--- src/asp_map.svh ---
// Register offsets, field positions, reset values and timing counts of the serial port
`ifndef ASP_MAP_SVH
`define ASP_MAP_SVH

`define ASP_OFS_DATA      3'h0
`define ASP_OFS_STATUS    3'h1
`define ASP_OFS_CONTROL   3'h2
`define ASP_OFS_BAUD      3'h3
`define ASP_OFS_PORT_DIR  3'h4
`define ASP_OFS_PORT_OUT  3'h5
`define ASP_OFS_PORT_IN   3'h6

`define ASP_CTL_RX_DONE_IRQ_ENABLE     7
`define ASP_CTL_TX_DONE_IRQ_ENABLE     6
`define ASP_CTL_TX_EMPTY_IRQ_ENABLE     5
`define ASP_CTL_RECEIVER_ENABLE      4
`define ASP_CTL_TRANSMITTER_ENABLE      3
`define ASP_CTL_NINE_BIT_MODE      2
`define ASP_CTL_RECEIVED_NINTH_BIT      1
`define ASP_CTL_TRANSMIT_NINTH_BIT      0

`define ASP_STA_RXC       7
`define ASP_STA_TXC       6
`define ASP_STA_DATA_REG_EMPTY_FLAG      5
`define ASP_STA_FE        4
`define ASP_STA_OR        3

`define ASP_PIN_TX        1
`define ASP_PIN_RX        0

`define ASP_CTL_RST       8'h00
`define ASP_BAUD_RST      8'h00
`define ASP_PORT_RST      2'h0

`define ASP_OVS_LAST      4'hf
`define ASP_SMP_FIRST     5'h01
`define ASP_SMP_A         5'h08
`define ASP_SMP_B         5'h09
`define ASP_SMP_C         5'h0a
`define ASP_SMP_LAST      5'h10
`define ASP_BITS_8        4'ha
`define ASP_BITS_9        4'hb
`define ASP_DATA_8        4'h8
`define ASP_DATA_9        4'h9

`endif

--- src/asp_pkg.sv ---
// Types of the serial port: machine states and the packed state record
package asp_pkg;

  typedef enum logic {ASP_TX_IDLE, ASP_TX_SHIFT} asp_tx_st_t;

  typedef enum logic [1:0] {ASP_RX_IDLE, ASP_RX_START, ASP_RX_DATA} asp_rx_st_t;

  typedef struct packed {
    logic [1:0]  rx_sync;
    logic [1:0]  txp_sync;
    logic [7:0]  ctl;
    logic [7:0]  baud;
    logic [7:0]  baud_cnt;
    logic [1:0]  dir;
    logic [1:0]  pout;
    logic [8:0]  tx_hold;
    logic        hold_full;
    asp_tx_st_t  tx_st;
    logic [10:0] tx_shift;
    logic [3:0]  tx_bits;
    logic [3:0]  tx_sub;
    logic        tx_line;
    logic        transmit_complete_flag;
    asp_rx_st_t  rx_st;
    logic [4:0]  rx_smp;
    logic [3:0]  rx_bit;
    logic [1:0]  rx_vote;
    logic [8:0]  rx_shift;
    logic [7:0]  rdr;
    logic        receive_complete_flag;
    logic        fe;
    logic        ovr;
    logic [7:0]  rd_data;
    logic        tx_pin_o;
    logic        tx_pin_oe;
    logic        rx_pin_o;
    logic        rx_pin_oe;
    logic        rx_pullup;
    logic        irq_rx;
    logic        irq_tx;
    logic        irq_empty;
  } asp_state_t;

endpackage : asp_pkg

--- src/asp_top.sv ---
// Full-duplex asynchronous serial port with 16x oversampled receiver
// Notes on behaviour
// - Start bit at bit boundary, then LSB first
// - After stop bit, reload pending data, set empty
// - Nothing pending: transmit complete after stop time
// - Transmitter enable forces transmit pin to output
// - Receive line sampled at sixteen times baud
// - Single zero sample while idle starts detection
// - Majority one on samples 8-10 rejects start
// - Data bits taken by majority of 8-10
// - Zero-majority stop bit sets framing error
// - Reading data register clears framing error
// - Character end with free slot loads data, sets complete
// - Data address: reads receive, writes transmit
// - Nine-bit mode stores received ninth bit
// - Unread data: overrun set, new character lost
// - Receiver enable forces receive pin to input
// - Ninth transmitted bit from transmit ninth bit
// - Receive-complete interrupt when enabled and global
// - Transmit-complete interrupt when enabled and global
// - Data-empty interrupt when enabled and global
// - Receiver off: no receive flags set
// - Vector ack or written one clears complete
// - Empty flag sets on move to shifter
//
// Our own choices: the placing of the registers and the strobed register port.
`timescale 1ns/10ps
`include "asp_map.svh"

module asp_top
  import asp_pkg::*;
(
  // Clock, reset, enable
  input  wire logic       clk,
  input  wire logic       sys_rst,
  input  wire logic       ce,
  // Register port
  input  wire logic [2:0] reg_addr,
  input  wire logic [7:0] reg_wdata,
  input  wire logic       reg_wr,
  input  wire logic       reg_rd,
  output logic      [7:0] reg_rdata,
  // Interrupt side
  input  wire logic       global_irq_en,
  input  wire logic       tx_done_vec_ack,
  output logic            irq_rx_done,
  output logic            irq_tx_done,
  output logic            irq_tx_empty,
  // Transmit pin
  input  wire logic       tx_pin_i,
  output logic            tx_pin_o,
  output logic            tx_pin_oe,
  // Receive pin
  input  wire logic       rx_pin_i,
  output logic            rx_pin_o,
  output logic            rx_pin_oe,
  output logic            rx_pullup
);

  asp_state_t q_ff;
  asp_state_t nxt_q;

  function automatic logic maj3(input logic a, input logic b, input logic c);
    maj3 = (a & b) | (a & c) | (b & c);
  endfunction : maj3

  logic       tick;
  logic       rx_in;
  logic       vote;
  logic       transmitter_enable;
  logic       receiver_enable;
  logic       nine;
  logic       wr_data;
  logic       rd_data_acc;
  logic       xfer;
  logic       tx_end;
  logic       rx_done;
  logic       rx_slot_free;
  logic [3:0] nbits;
  logic [3:0] ndata;

  ////////////////////////////////////////////////////////////////////////////
  always_comb begin
    tick         = (q_ff.baud_cnt == q_ff.baud);
    rx_in        = q_ff.rx_sync[1];
    vote         = maj3(q_ff.rx_vote[1], q_ff.rx_vote[0], rx_in);
    transmitter_enable         = q_ff.ctl[`ASP_CTL_TRANSMITTER_ENABLE];
    receiver_enable         = q_ff.ctl[`ASP_CTL_RECEIVER_ENABLE];
    nine         = q_ff.ctl[`ASP_CTL_NINE_BIT_MODE];
    nbits        = nine ? `ASP_BITS_9 : `ASP_BITS_8;
    ndata        = nine ? `ASP_DATA_9 : `ASP_DATA_8;
    wr_data      = reg_wr && (reg_addr == `ASP_OFS_DATA);
    rd_data_acc  = reg_rd && (reg_addr == `ASP_OFS_DATA);
    xfer         = (q_ff.tx_st == ASP_TX_IDLE) && q_ff.hold_full && transmitter_enable;
    tx_end       = (q_ff.tx_st == ASP_TX_SHIFT) && tick && (q_ff.tx_sub == 4'h0)
                   && (q_ff.tx_bits == 4'h0);
    rx_done      = (q_ff.rx_st == ASP_RX_DATA) && tick && (q_ff.rx_smp == `ASP_SMP_C)
                   && (q_ff.rx_bit == ndata);
    // A read in the same cycle frees the slot, so no overrun is raised
    rx_slot_free = !q_ff.receive_complete_flag || rd_data_acc;
  end

  ////////////////////////////////////////////////////////////////////////////
  always_comb begin
    nxt_q = q_ff;
    // Pins from outside pass two flops first
    nxt_q.rx_sync  = {q_ff.rx_sync[0], rx_pin_i};
    nxt_q.txp_sync = {q_ff.txp_sync[0], tx_pin_i};
    nxt_q.baud_cnt = tick ? 8'h00 : q_ff.baud_cnt + 8'h01;

    // Register writes
    if (reg_wr) begin
      unique case (reg_addr)
        `ASP_OFS_CONTROL: begin
          nxt_q.ctl = {reg_wdata[7:2], q_ff.ctl[`ASP_CTL_RECEIVED_NINTH_BIT], reg_wdata[0]};
        end
        `ASP_OFS_BAUD: begin
          nxt_q.baud = reg_wdata;
        end
        `ASP_OFS_PORT_DIR: begin
          nxt_q.dir = reg_wdata[1:0];
        end
        `ASP_OFS_PORT_OUT: begin
          nxt_q.pout = reg_wdata[1:0];
        end
        default: begin
        end
      endcase
    end

    // clear by vector or written one
    if (tx_done_vec_ack || (reg_wr && (reg_addr == `ASP_OFS_STATUS)
                            && reg_wdata[`ASP_STA_TXC])) begin
      nxt_q.transmit_complete_flag = 1'b0;
    end

    // ninth bit captured with the data write
    if (wr_data) begin
      nxt_q.tx_hold = {q_ff.ctl[`ASP_CTL_TRANSMIT_NINTH_BIT], reg_wdata};
    end
    nxt_q.hold_full = (q_ff.hold_full && !xfer && !(tx_end && q_ff.hold_full)) || wr_data;

    // Transmitter
    if (tick) begin
      nxt_q.tx_sub = q_ff.tx_sub + 4'h1;
    end
    unique case (q_ff.tx_st)
      ASP_TX_IDLE: begin
        nxt_q.tx_line = 1'b1;
        if (xfer) begin
          nxt_q.tx_shift = {1'b1, nine ? q_ff.tx_hold[8] : 1'b1, q_ff.tx_hold[7:0], 1'b0};
          nxt_q.tx_bits  = nbits;
          nxt_q.tx_st    = ASP_TX_SHIFT;
        end
      end
      ASP_TX_SHIFT: begin
        if (tick && (q_ff.tx_sub == 4'h0)) begin
          if (q_ff.tx_bits != 4'h0) begin
            nxt_q.tx_line  = q_ff.tx_shift[0];
            nxt_q.tx_shift = {1'b1, q_ff.tx_shift[10:1]};
            nxt_q.tx_bits  = q_ff.tx_bits - 4'h1;
          end else if (q_ff.hold_full) begin
            nxt_q.tx_line  = 1'b0;
            nxt_q.tx_shift = {1'b1, 1'b1, nine ? q_ff.tx_hold[8] : 1'b1, q_ff.tx_hold[7:0]};
            nxt_q.tx_bits  = nbits - 4'h1;
          end else begin
            // stop bit held one bit time
            nxt_q.transmit_complete_flag   = 1'b1;
            nxt_q.tx_st = ASP_TX_IDLE;
          end
        end
      end
    endcase

    // Receiver; disabling it mid-character abandons the character
    if (!receiver_enable) begin
      nxt_q.rx_st = ASP_RX_IDLE;
    end else if (tick) begin
      // every divider tick is one sample
      nxt_q.rx_smp = (q_ff.rx_smp == `ASP_SMP_LAST) ? `ASP_SMP_FIRST
                                                    : q_ff.rx_smp + 5'h01;
      if ((q_ff.rx_smp == `ASP_SMP_A) || (q_ff.rx_smp == `ASP_SMP_B)) begin
        nxt_q.rx_vote = {q_ff.rx_vote[0], rx_in};
      end
      unique case (q_ff.rx_st)
        ASP_RX_IDLE: begin
          // one zero sample is sample one
          if (!rx_in) begin
            nxt_q.rx_st  = ASP_RX_START;
            nxt_q.rx_smp = 5'h02;
          end
        end
        ASP_RX_START: begin
          if (q_ff.rx_smp == `ASP_SMP_C) begin
            if (vote) begin
              nxt_q.rx_st = ASP_RX_IDLE;
            end else begin
              nxt_q.rx_st  = ASP_RX_DATA;
              nxt_q.rx_bit = 4'h0;
            end
          end
        end
        ASP_RX_DATA: begin
          if ((q_ff.rx_smp == `ASP_SMP_C) && (q_ff.rx_bit != ndata)) begin
            nxt_q.rx_shift = {vote, q_ff.rx_shift[8:1]};
            nxt_q.rx_bit   = q_ff.rx_bit + 4'h1;
          end
          if (rx_done) begin
            nxt_q.rx_st = ASP_RX_IDLE;
          end
        end
        default: begin
          nxt_q.rx_st = ASP_RX_IDLE;
        end
      endcase
    end

    if (rd_data_acc) begin
      nxt_q.receive_complete_flag = 1'b0;
      nxt_q.fe  = 1'b0;
      nxt_q.ovr = 1'b0;
    end
    if (rx_done && receiver_enable) begin
      if (rx_slot_free) begin
        nxt_q.receive_complete_flag = 1'b1;
        nxt_q.rdr = nine ? q_ff.rx_shift[7:0] : q_ff.rx_shift[8:1];
        nxt_q.fe  = !vote;
        if (nine) begin
          nxt_q.ctl[`ASP_CTL_RECEIVED_NINTH_BIT] = q_ff.rx_shift[8];
        end
      end else begin
        nxt_q.ovr = 1'b1;
      end
    end

    // Read data, valid in the cycle after the strobe only
    nxt_q.rd_data = 8'h00;
    if (reg_rd) begin
      unique case (reg_addr)
        `ASP_OFS_DATA:     nxt_q.rd_data = q_ff.rdr;
        `ASP_OFS_STATUS:   nxt_q.rd_data = {q_ff.receive_complete_flag, q_ff.transmit_complete_flag, !q_ff.hold_full,
                                            q_ff.fe, q_ff.ovr, 3'h0};
        `ASP_OFS_CONTROL:  nxt_q.rd_data = q_ff.ctl;
        `ASP_OFS_BAUD:     nxt_q.rd_data = q_ff.baud;
        `ASP_OFS_PORT_DIR: nxt_q.rd_data = {6'h00, q_ff.dir};
        `ASP_OFS_PORT_OUT: nxt_q.rd_data = {6'h00, q_ff.pout};
        `ASP_OFS_PORT_IN:  nxt_q.rd_data = {6'h00, q_ff.txp_sync[1], q_ff.rx_sync[1]};
        default:           nxt_q.rd_data = 8'h00;
      endcase
    end

    // transmitter owns its pin while enabled or finishing
    nxt_q.tx_pin_oe = transmitter_enable || (q_ff.tx_st == ASP_TX_SHIFT) || q_ff.dir[`ASP_PIN_TX];
    nxt_q.tx_pin_o  = (transmitter_enable || (q_ff.tx_st == ASP_TX_SHIFT)) ? q_ff.tx_line
                                                              : q_ff.pout[`ASP_PIN_TX];
    nxt_q.rx_pin_oe = !receiver_enable && q_ff.dir[`ASP_PIN_RX];
    nxt_q.rx_pin_o  = q_ff.pout[`ASP_PIN_RX];
    nxt_q.rx_pullup = q_ff.pout[`ASP_PIN_RX] && (receiver_enable || !q_ff.dir[`ASP_PIN_RX]);

    nxt_q.irq_rx    = q_ff.receive_complete_flag && q_ff.ctl[`ASP_CTL_RX_DONE_IRQ_ENABLE] && global_irq_en;
    nxt_q.irq_tx    = q_ff.transmit_complete_flag && q_ff.ctl[`ASP_CTL_TX_DONE_IRQ_ENABLE] && global_irq_en;
    nxt_q.irq_empty = !q_ff.hold_full && q_ff.ctl[`ASP_CTL_TX_EMPTY_IRQ_ENABLE] && global_irq_en;
  end

  ////////////////////////////////////////////////////////////////////////////
  always_ff @(posedge clk) begin
    if (sys_rst) begin
      q_ff           <= '0;
      q_ff.rx_sync   <= 2'h3;
      q_ff.txp_sync  <= 2'h3;
      q_ff.ctl       <= `ASP_CTL_RST;
      q_ff.baud      <= `ASP_BAUD_RST;
      q_ff.dir       <= `ASP_PORT_RST;
      q_ff.pout      <= `ASP_PORT_RST;
      q_ff.tx_st     <= ASP_TX_IDLE;
      q_ff.rx_st     <= ASP_RX_IDLE;
      q_ff.tx_shift  <= 11'h7ff;
      q_ff.tx_line   <= 1'b1;
      q_ff.tx_pin_o  <= 1'b1;
    end else if (ce) begin
      q_ff <= nxt_q;
    end
  end

  assign reg_rdata    = q_ff.rd_data;
  assign irq_rx_done  = q_ff.irq_rx;
  assign irq_tx_done  = q_ff.irq_tx;
  assign irq_tx_empty = q_ff.irq_empty;
  assign tx_pin_o     = q_ff.tx_pin_o;
  assign tx_pin_oe    = q_ff.tx_pin_oe;
  assign rx_pin_o     = q_ff.rx_pin_o;
  assign rx_pin_oe    = q_ff.rx_pin_oe;
  assign rx_pullup    = q_ff.rx_pullup;
endmodule : asp_top

--- config.mk ---
export PLATFORM = sky130hd
export DESIGN_NAME = asp_top
export DESIGN_NICKNAME = d
export VERILOG_FILES = /design/src/asp_pkg.sv /design/src/asp_top.sv
export VERILOG_INCLUDE_DIRS = /design/src /design/src/src
export SDC_FILE = /design/constraint.sdc
export NUM_CORES = 1
export LEC_CHECK = 0
export BUFFER_PORTS_ARGS = -buffer_cell sky130_fd_sc_hd__buf_2
export CORE_MARGIN = 2
export CORE_UTILIZATION = 58
export DETAILED_ROUTE_END_ITERATION = 7
export PLACE_DENSITY = 0.82
export SLEW_MARGIN = 10
export SYNTH_ARGS = -nofsm -noshare
export SYNTH_HDL_FRONTEND = slang
export SYNTH_SLANG_ARGS = --single-unit
--- constraint.sdc ---
create_clock -name clk -period 2.3 [get_ports clk]
set_input_delay 0.23 -clock clk [delete_from_list [all_inputs] [get_ports clk]]
set_output_delay 0.23 -clock clk [all_outputs]
set_load 0.1 [all_outputs]
* Word-level counts from Yosys, hierarchy flattened
Index checks and enable logic that the tools add are counted.
Storage, ports and cells: register bits after elaboration 113, input bits 20, logic and storage cells 177
Cells by class: reductions and logical operators 60, mux-type cells 46, equality and inequality tests 25, add/sub/neg operators 6, bitwise operators 6
Operators by type and width (number):
- case mux 8 bit (7 select lines) | 1
- two-way mux 16 bit | 2
- case mux 16 bit (2 select lines) | 1
- two-way mux 15 bit | 2
- logical AND 1 bit | 26
- two-way mux 8 bit | 3
- two-way mux 22 bit | 1
- AND reduction 3 bit | 7
- two-way mux 9 bit | 2
- two-way mux 1 bit | 16
- equality test 5 x 4 -> 1 bit (second input constant) | 3
- two-way mux 2 bit | 7
- two-way mux 4 bit | 3
- two-way mux 5 bit | 2
- AND reduction 5 bit | 2
- equality test 3 bit (second input constant) | 3
- != test 3 bit (second input constant) | 3
- adder 4 x 1 -> 4 bit (second input constant) | 2
- adder 8 x 1 -> 8 bit (second input constant) | 1
- equality test 8 bit | 1
- logical NOT 4 bit | 2
- case mux 4 bit (2 select lines) | 1
- AND reduction 4 bit | 2
- subtractor 4 x 1 -> 4 bit (second input constant) | 2
- other kinds (26) | 48

* Longest topological paths before layout
word-level depth 9, mapped depth 8

* Worst setup path before layout
OpenSTA, ideal clock, no wires.
kind register -> register, start point reg q_ff[51] (netlist bit), end point reg q_ff[58] (netlist bit), setup time 122 ps, clock period less this slack 2044 ps, stages on the path, launching flop included 8, slack 256 ps, data arrival time 1922 ps, cell sequence dfxtp_1 -> inv_1 -> ha_1 -> or3b_1 -> nor4b_1 -> nand2b_1 -> or4_1 -> o311a_1
On the way: longest elaborated chain between the ends 4
RTL lines:
- start: declaration | RTL line asp_top.sv:60 | asp_state_t q_ff;
- start signal: assignment | RTL line asp_top.sv:281 | q_ff <= nxt_q;
- logical NOT 4 bit | RTL line asp_top.sv:157 | if (tick && (q_ff.tx_sub == 4'h0)) begin
- logical AND 1 bit | RTL line asp_top.sv:157
- != test 2 x 1 -> 1 bit (no source line)
- AND reduction 4 bit (no source line)
No other way between the ends. A chain may end at the register's enable or synchronous reset.

* Worst setup path in the final report
start point reg q_ff[85] (netlist bit), end point reg q_ff[66] (netlist bit)
On the way: longest elaborated chain between the ends 4
RTL lines:
- equality test 8 bit | RTL line asp_top.sv:84 | tick = (q_ff.baud_cnt == q_ff.baud);
- logical AND 1 bit | RTL line asp_top.sv:157
- != test 2 x 1 -> 1 bit (no source line)
- AND reduction 4 bit (no source line)
No other way between the ends.

==> impl_metrics.py <==
metrics = {
    "worst_setup_path": {
        "r2r_cells": 7,
        "critPathCaptureType": "register",
        "timing.rr.end": "q_ff[66]$_SDFFE_PP1P_",
        "crit_buf_inv": 2,
        "crit_type": "reg2reg",
        "worstPathRequired_ns": 2.75,
        "cpMostUsedCell": "buf_4",
        "crit_fanout": 9,
        "critPathTopFamily": "compound AO/OA/AOI/OAI gates",
        "max_stage_delay_ns": 0.58,
        "worstPathArrival_ns": 2.66,
        "cp_cell_sequence": "xor2_1 -> nor4_4 -> buf_4 -> buf_4 -> and3_1 -> a21oi_2 -> mux2i_1",
        "r2r_slack_ns": 0.09,
        "startpoint_type": "register",
        "reg2reg_from": "q_ff[85]$_SDFFE_PP0P_",
        "slowest_stage": "a21oi_2",
    },
    "global_route": {
        "grt_pass1_vias": 5040,
        "grt_pass1_wl_um": 24800,
        "grt_antenna_before_repair": 0,
        "grtUsageTotal_pct": 31.0,
        "grt_max_degree": 40,
        "overflow": 0,
    },
    "logic_synthesis": {
        "synth_mux_area_share_pct": 11.9,
        "synth_top_area_share_pct": 40.5,
        "netlist_area_um2": 5590,
        "ys.flop_type": "dfxtp_1",
        "synth_commonest_cells": "dfxtp_1 (113), nor2_1 (77), mux2i_1 (54), nand2_1 (54), a21oi_1 (52)",
        "synth_top_cell_by_area": "dfxtp_1",
        "synthCells": 644,
        "async_reset_ff_share_pct": 0,
        "synth_seq_cells": 113,
        "synthAdderAreaFrac_pct": 2.42,
        "synth-compound-area-share_pct": 14.1,
        "synthSimpleGateAreaFrac_pct": 23.4,
        "synth_most_common_cell": "dfxtp_1",
        "synth.distinct_cells": 66,
        "syn-num-nets": 674,
        "netlist_top_cells_area": "dfxtp_1 (40%), mux2i_1 (9.7%), nor2_1 (5.2%)",
        "synth_edf_count": 0,
        "synth_top_family_by_area": "simple AND/OR/NAND/NOR gates",
        "avgSynthCellArea_um2": 8.68,
        "ys_warn_count": 0,
        "yosysSeqAreaShare_pct": 40.5,
        "synthXorXnorAreaFrac_pct": 2.98,
    },
    "clock_network": {
        "numCtsBuffers": 17,
        "clock_latency_ns": 0.53,
        "clkSlewWorstSetupHoldPaths_ns": 0.06,
        "clock_sinks": 113,
        "root_buffer": "clkbuf_8",
        "cts_tree": "yes",
        "max-clock-path-buffers": 2,
        "h-tree-depth": 4,
    },
    "routing": {
        "via_count": 5232,
        "detail_route.wl_per_cell_um": 18.7,
        "drt-total-wl_um": 15600,
        "dr.pass1.iters": 7,
        "drcViolationCount": 0,
        "ant_nets": 0,
        "first_iter_violations": 419,
        "vias_per_cell": 6.27,
    },
    "power": {
        "power.density_nw_per_um2": 799,
        "finalPower_uw": 5380,
        "p_switching_uw": 1180,
        "power.internal_uw": 4200,
        "vdd_drop_max_uv": 476,
        "p_seq_share_pct": 37.2,
        "p_leak_uw": 0.00279,
        "clockPowerShare_pct": 55.7,
        "swShare_pct": 21.9,
        "power_frac_comb_pct": 7.0,
    },
    "layout": {
        "fin_area_um2": 6740,
        "diodes": 0,
        "drive_gt1_share_pct": 17.4,
        "nNetsFinal": 722,
        "syn2layout_area_growth_pct": 20.6,
    },
    "placement": {
        "dp_hpwl_um": 10000,
        "place.port_buffers": 35,
        "place_area_um2": 5960,
        "gp_congestion": 0.892,
    },
    "timing": {
        "grt_setup_unrepaired": "no",
        "hold_viol_final": 0,
        "worstMarginPinSlew_ns": 0.694,
        "timing.slew.headroom_pct": 53.7,
        "setup_viol": 0,
        "finalClockSkew_ns": 0.00730,
        "whs_ns": 0.0218,
        "fmax_mhz": 452,
        "finalCriticalPeriod_ns": 2.21,
        "period_share_pct": 96.3,
        "slew_violations": 0,
    },
    "min_path": {
        "min_delay_worst_endpoint": "tx_pin_oe$_SDFFE_PP0P_",
        "whs_path_depth": 2,
        "worstHoldPathType": "in2reg",
        "min_from": "ce",
    },
    "die": {
        "coreArea_um2": 9280,
        "rows": 35,
        "die_h_um": 102,
        "initial_utilization_pct": 60.2,
        "die-area_um2": 10400,
        "die_w_um": 102,
        "pin_count": 36,
    },
    "flow_run": {
        "cap_violations": 0,
    },
    "status": {
        "status": "completed",
    },
}
==> stage by stage <==
step	setup WS [ns]	util [%]	instances	setup TNS (ns)
2_1_floorplan	0.256	-	644	0
3_3_place_gp	0.0531	64.2	794	0
3_5_place_dp	-0.0491	64.2	794	-0.292
4_1_cts	0.00505	72.1	831	0
5_1_grt	0.0122	72.6	834	0
6_report	0.0858	72.6	834	0
==> sequential cells by signal, summed over array words and instances, names as in the netlist <==
signal	flops
q_ff	93
reg_rdata	8
nxt_q	3
irq_rx_done	1
irq_tx_done	1
irq_tx_empty	1
nine	1
rx_pin_o	1
rx_pin_oe	1
rx_pullup	1
tx_pin_o	1
tx_pin_oe	1
==> worst reg2reg max path, delay by kind of cell, from the launching register on <==
family / cells / cell delay (ns)
compound gates: 1 / 0.58
buf+inv: 2 / 0.29
xor+xnor: 1 / 0.28
flops: 1 / 0.42
mux: 1 / 0.29
simple gates: 2 / 0.28
==> cell families after synthesis <==
kind of cell | after synthesis
simple gates | 253
compound gates | 128
flops | 113
buf+inv | 60
mux | 60
xor+xnor | 19
fa+ha+maj | 11
==> power by group through the flow <==
stage,clock (µW),combinational (µW),sequential [µW]
floorplan,0,216,2060
finish,3000,379,2000
CTS,3010,352,2000
global route,3120,403,2000
global placement,0,334,2040
detailed placement,0,340,2040
==> worst max path at each step <==
stage,from,endpoint,depth (start not counted)
floorplan,q_ff[51]$_SDFFE_PP0P_,q_ff[58]$_SDFFE_PP0P_,7
global placement,q_ff[56]$_SDFFE_PP0P_,q_ff[65]$_SDFFE_PP1P_,7
detailed placement,q_ff[56]$_SDFFE_PP0P_,q_ff[68]$_SDFFE_PP1P_,7
CTS,q_ff[99]$_SDFFE_PP0P_,q_ff[87]$_SDFFE_PP0P_,6
global route,q_ff[42]$_SDFFE_PP0P_,q_ff[21]$_SDFFE_PP0P_,7
finish,q_ff[85]$_SDFFE_PP0P_,q_ff[66]$_SDFFE_PP1P_,7
==> cell usage in the layout, fill, tap and decap left out, drive strengths merged, types with 10 or more instances in the layout <==
master / count
a21oi: 52
a221oi: 10
and3: 11
buf: 72
clkbuf: 22
dfxtp: 113
ha: 10
inv: 12
mux2i: 54
nand2: 54
nand2b: 15
nand3: 21
nand4: 13
nor2: 77
nor2b: 13
o21ai: 28
xor2: 13
==> repair_timing <==
action,CTS,global route
hold endpoints to repair,6,0
hold buffers,5,0
cloned,0,0
resized for setup,1,6
pin swaps,0,1
setup endpoints to repair,9,27
buffers inserted,0,3
==> final cells by class <==
type | instances | area, µm²
well taps | 129 | 161
clock buffers | 22 | 473
fillers | 643 | 2540
inverters | 12 | 45.0
repair buffers | 77 | 505
clock inverters | 10 | 203
multi-input cells | 471 | 3090
flip-flops and latches | 113 | 2260
==> routing by layer <==
metal / global-route usage, % / vias to the layer above / share of wire, %
met5: 0 / - / 0
met4: 14.9 / 0 / 3.5
met3: 9.44 / 55 / 8.5
met2: 52.6 / 282 / 49
met1: 35.8 / 2501 / 39
li1: - / 2394 / -
(Power assumes the default switching activity.)
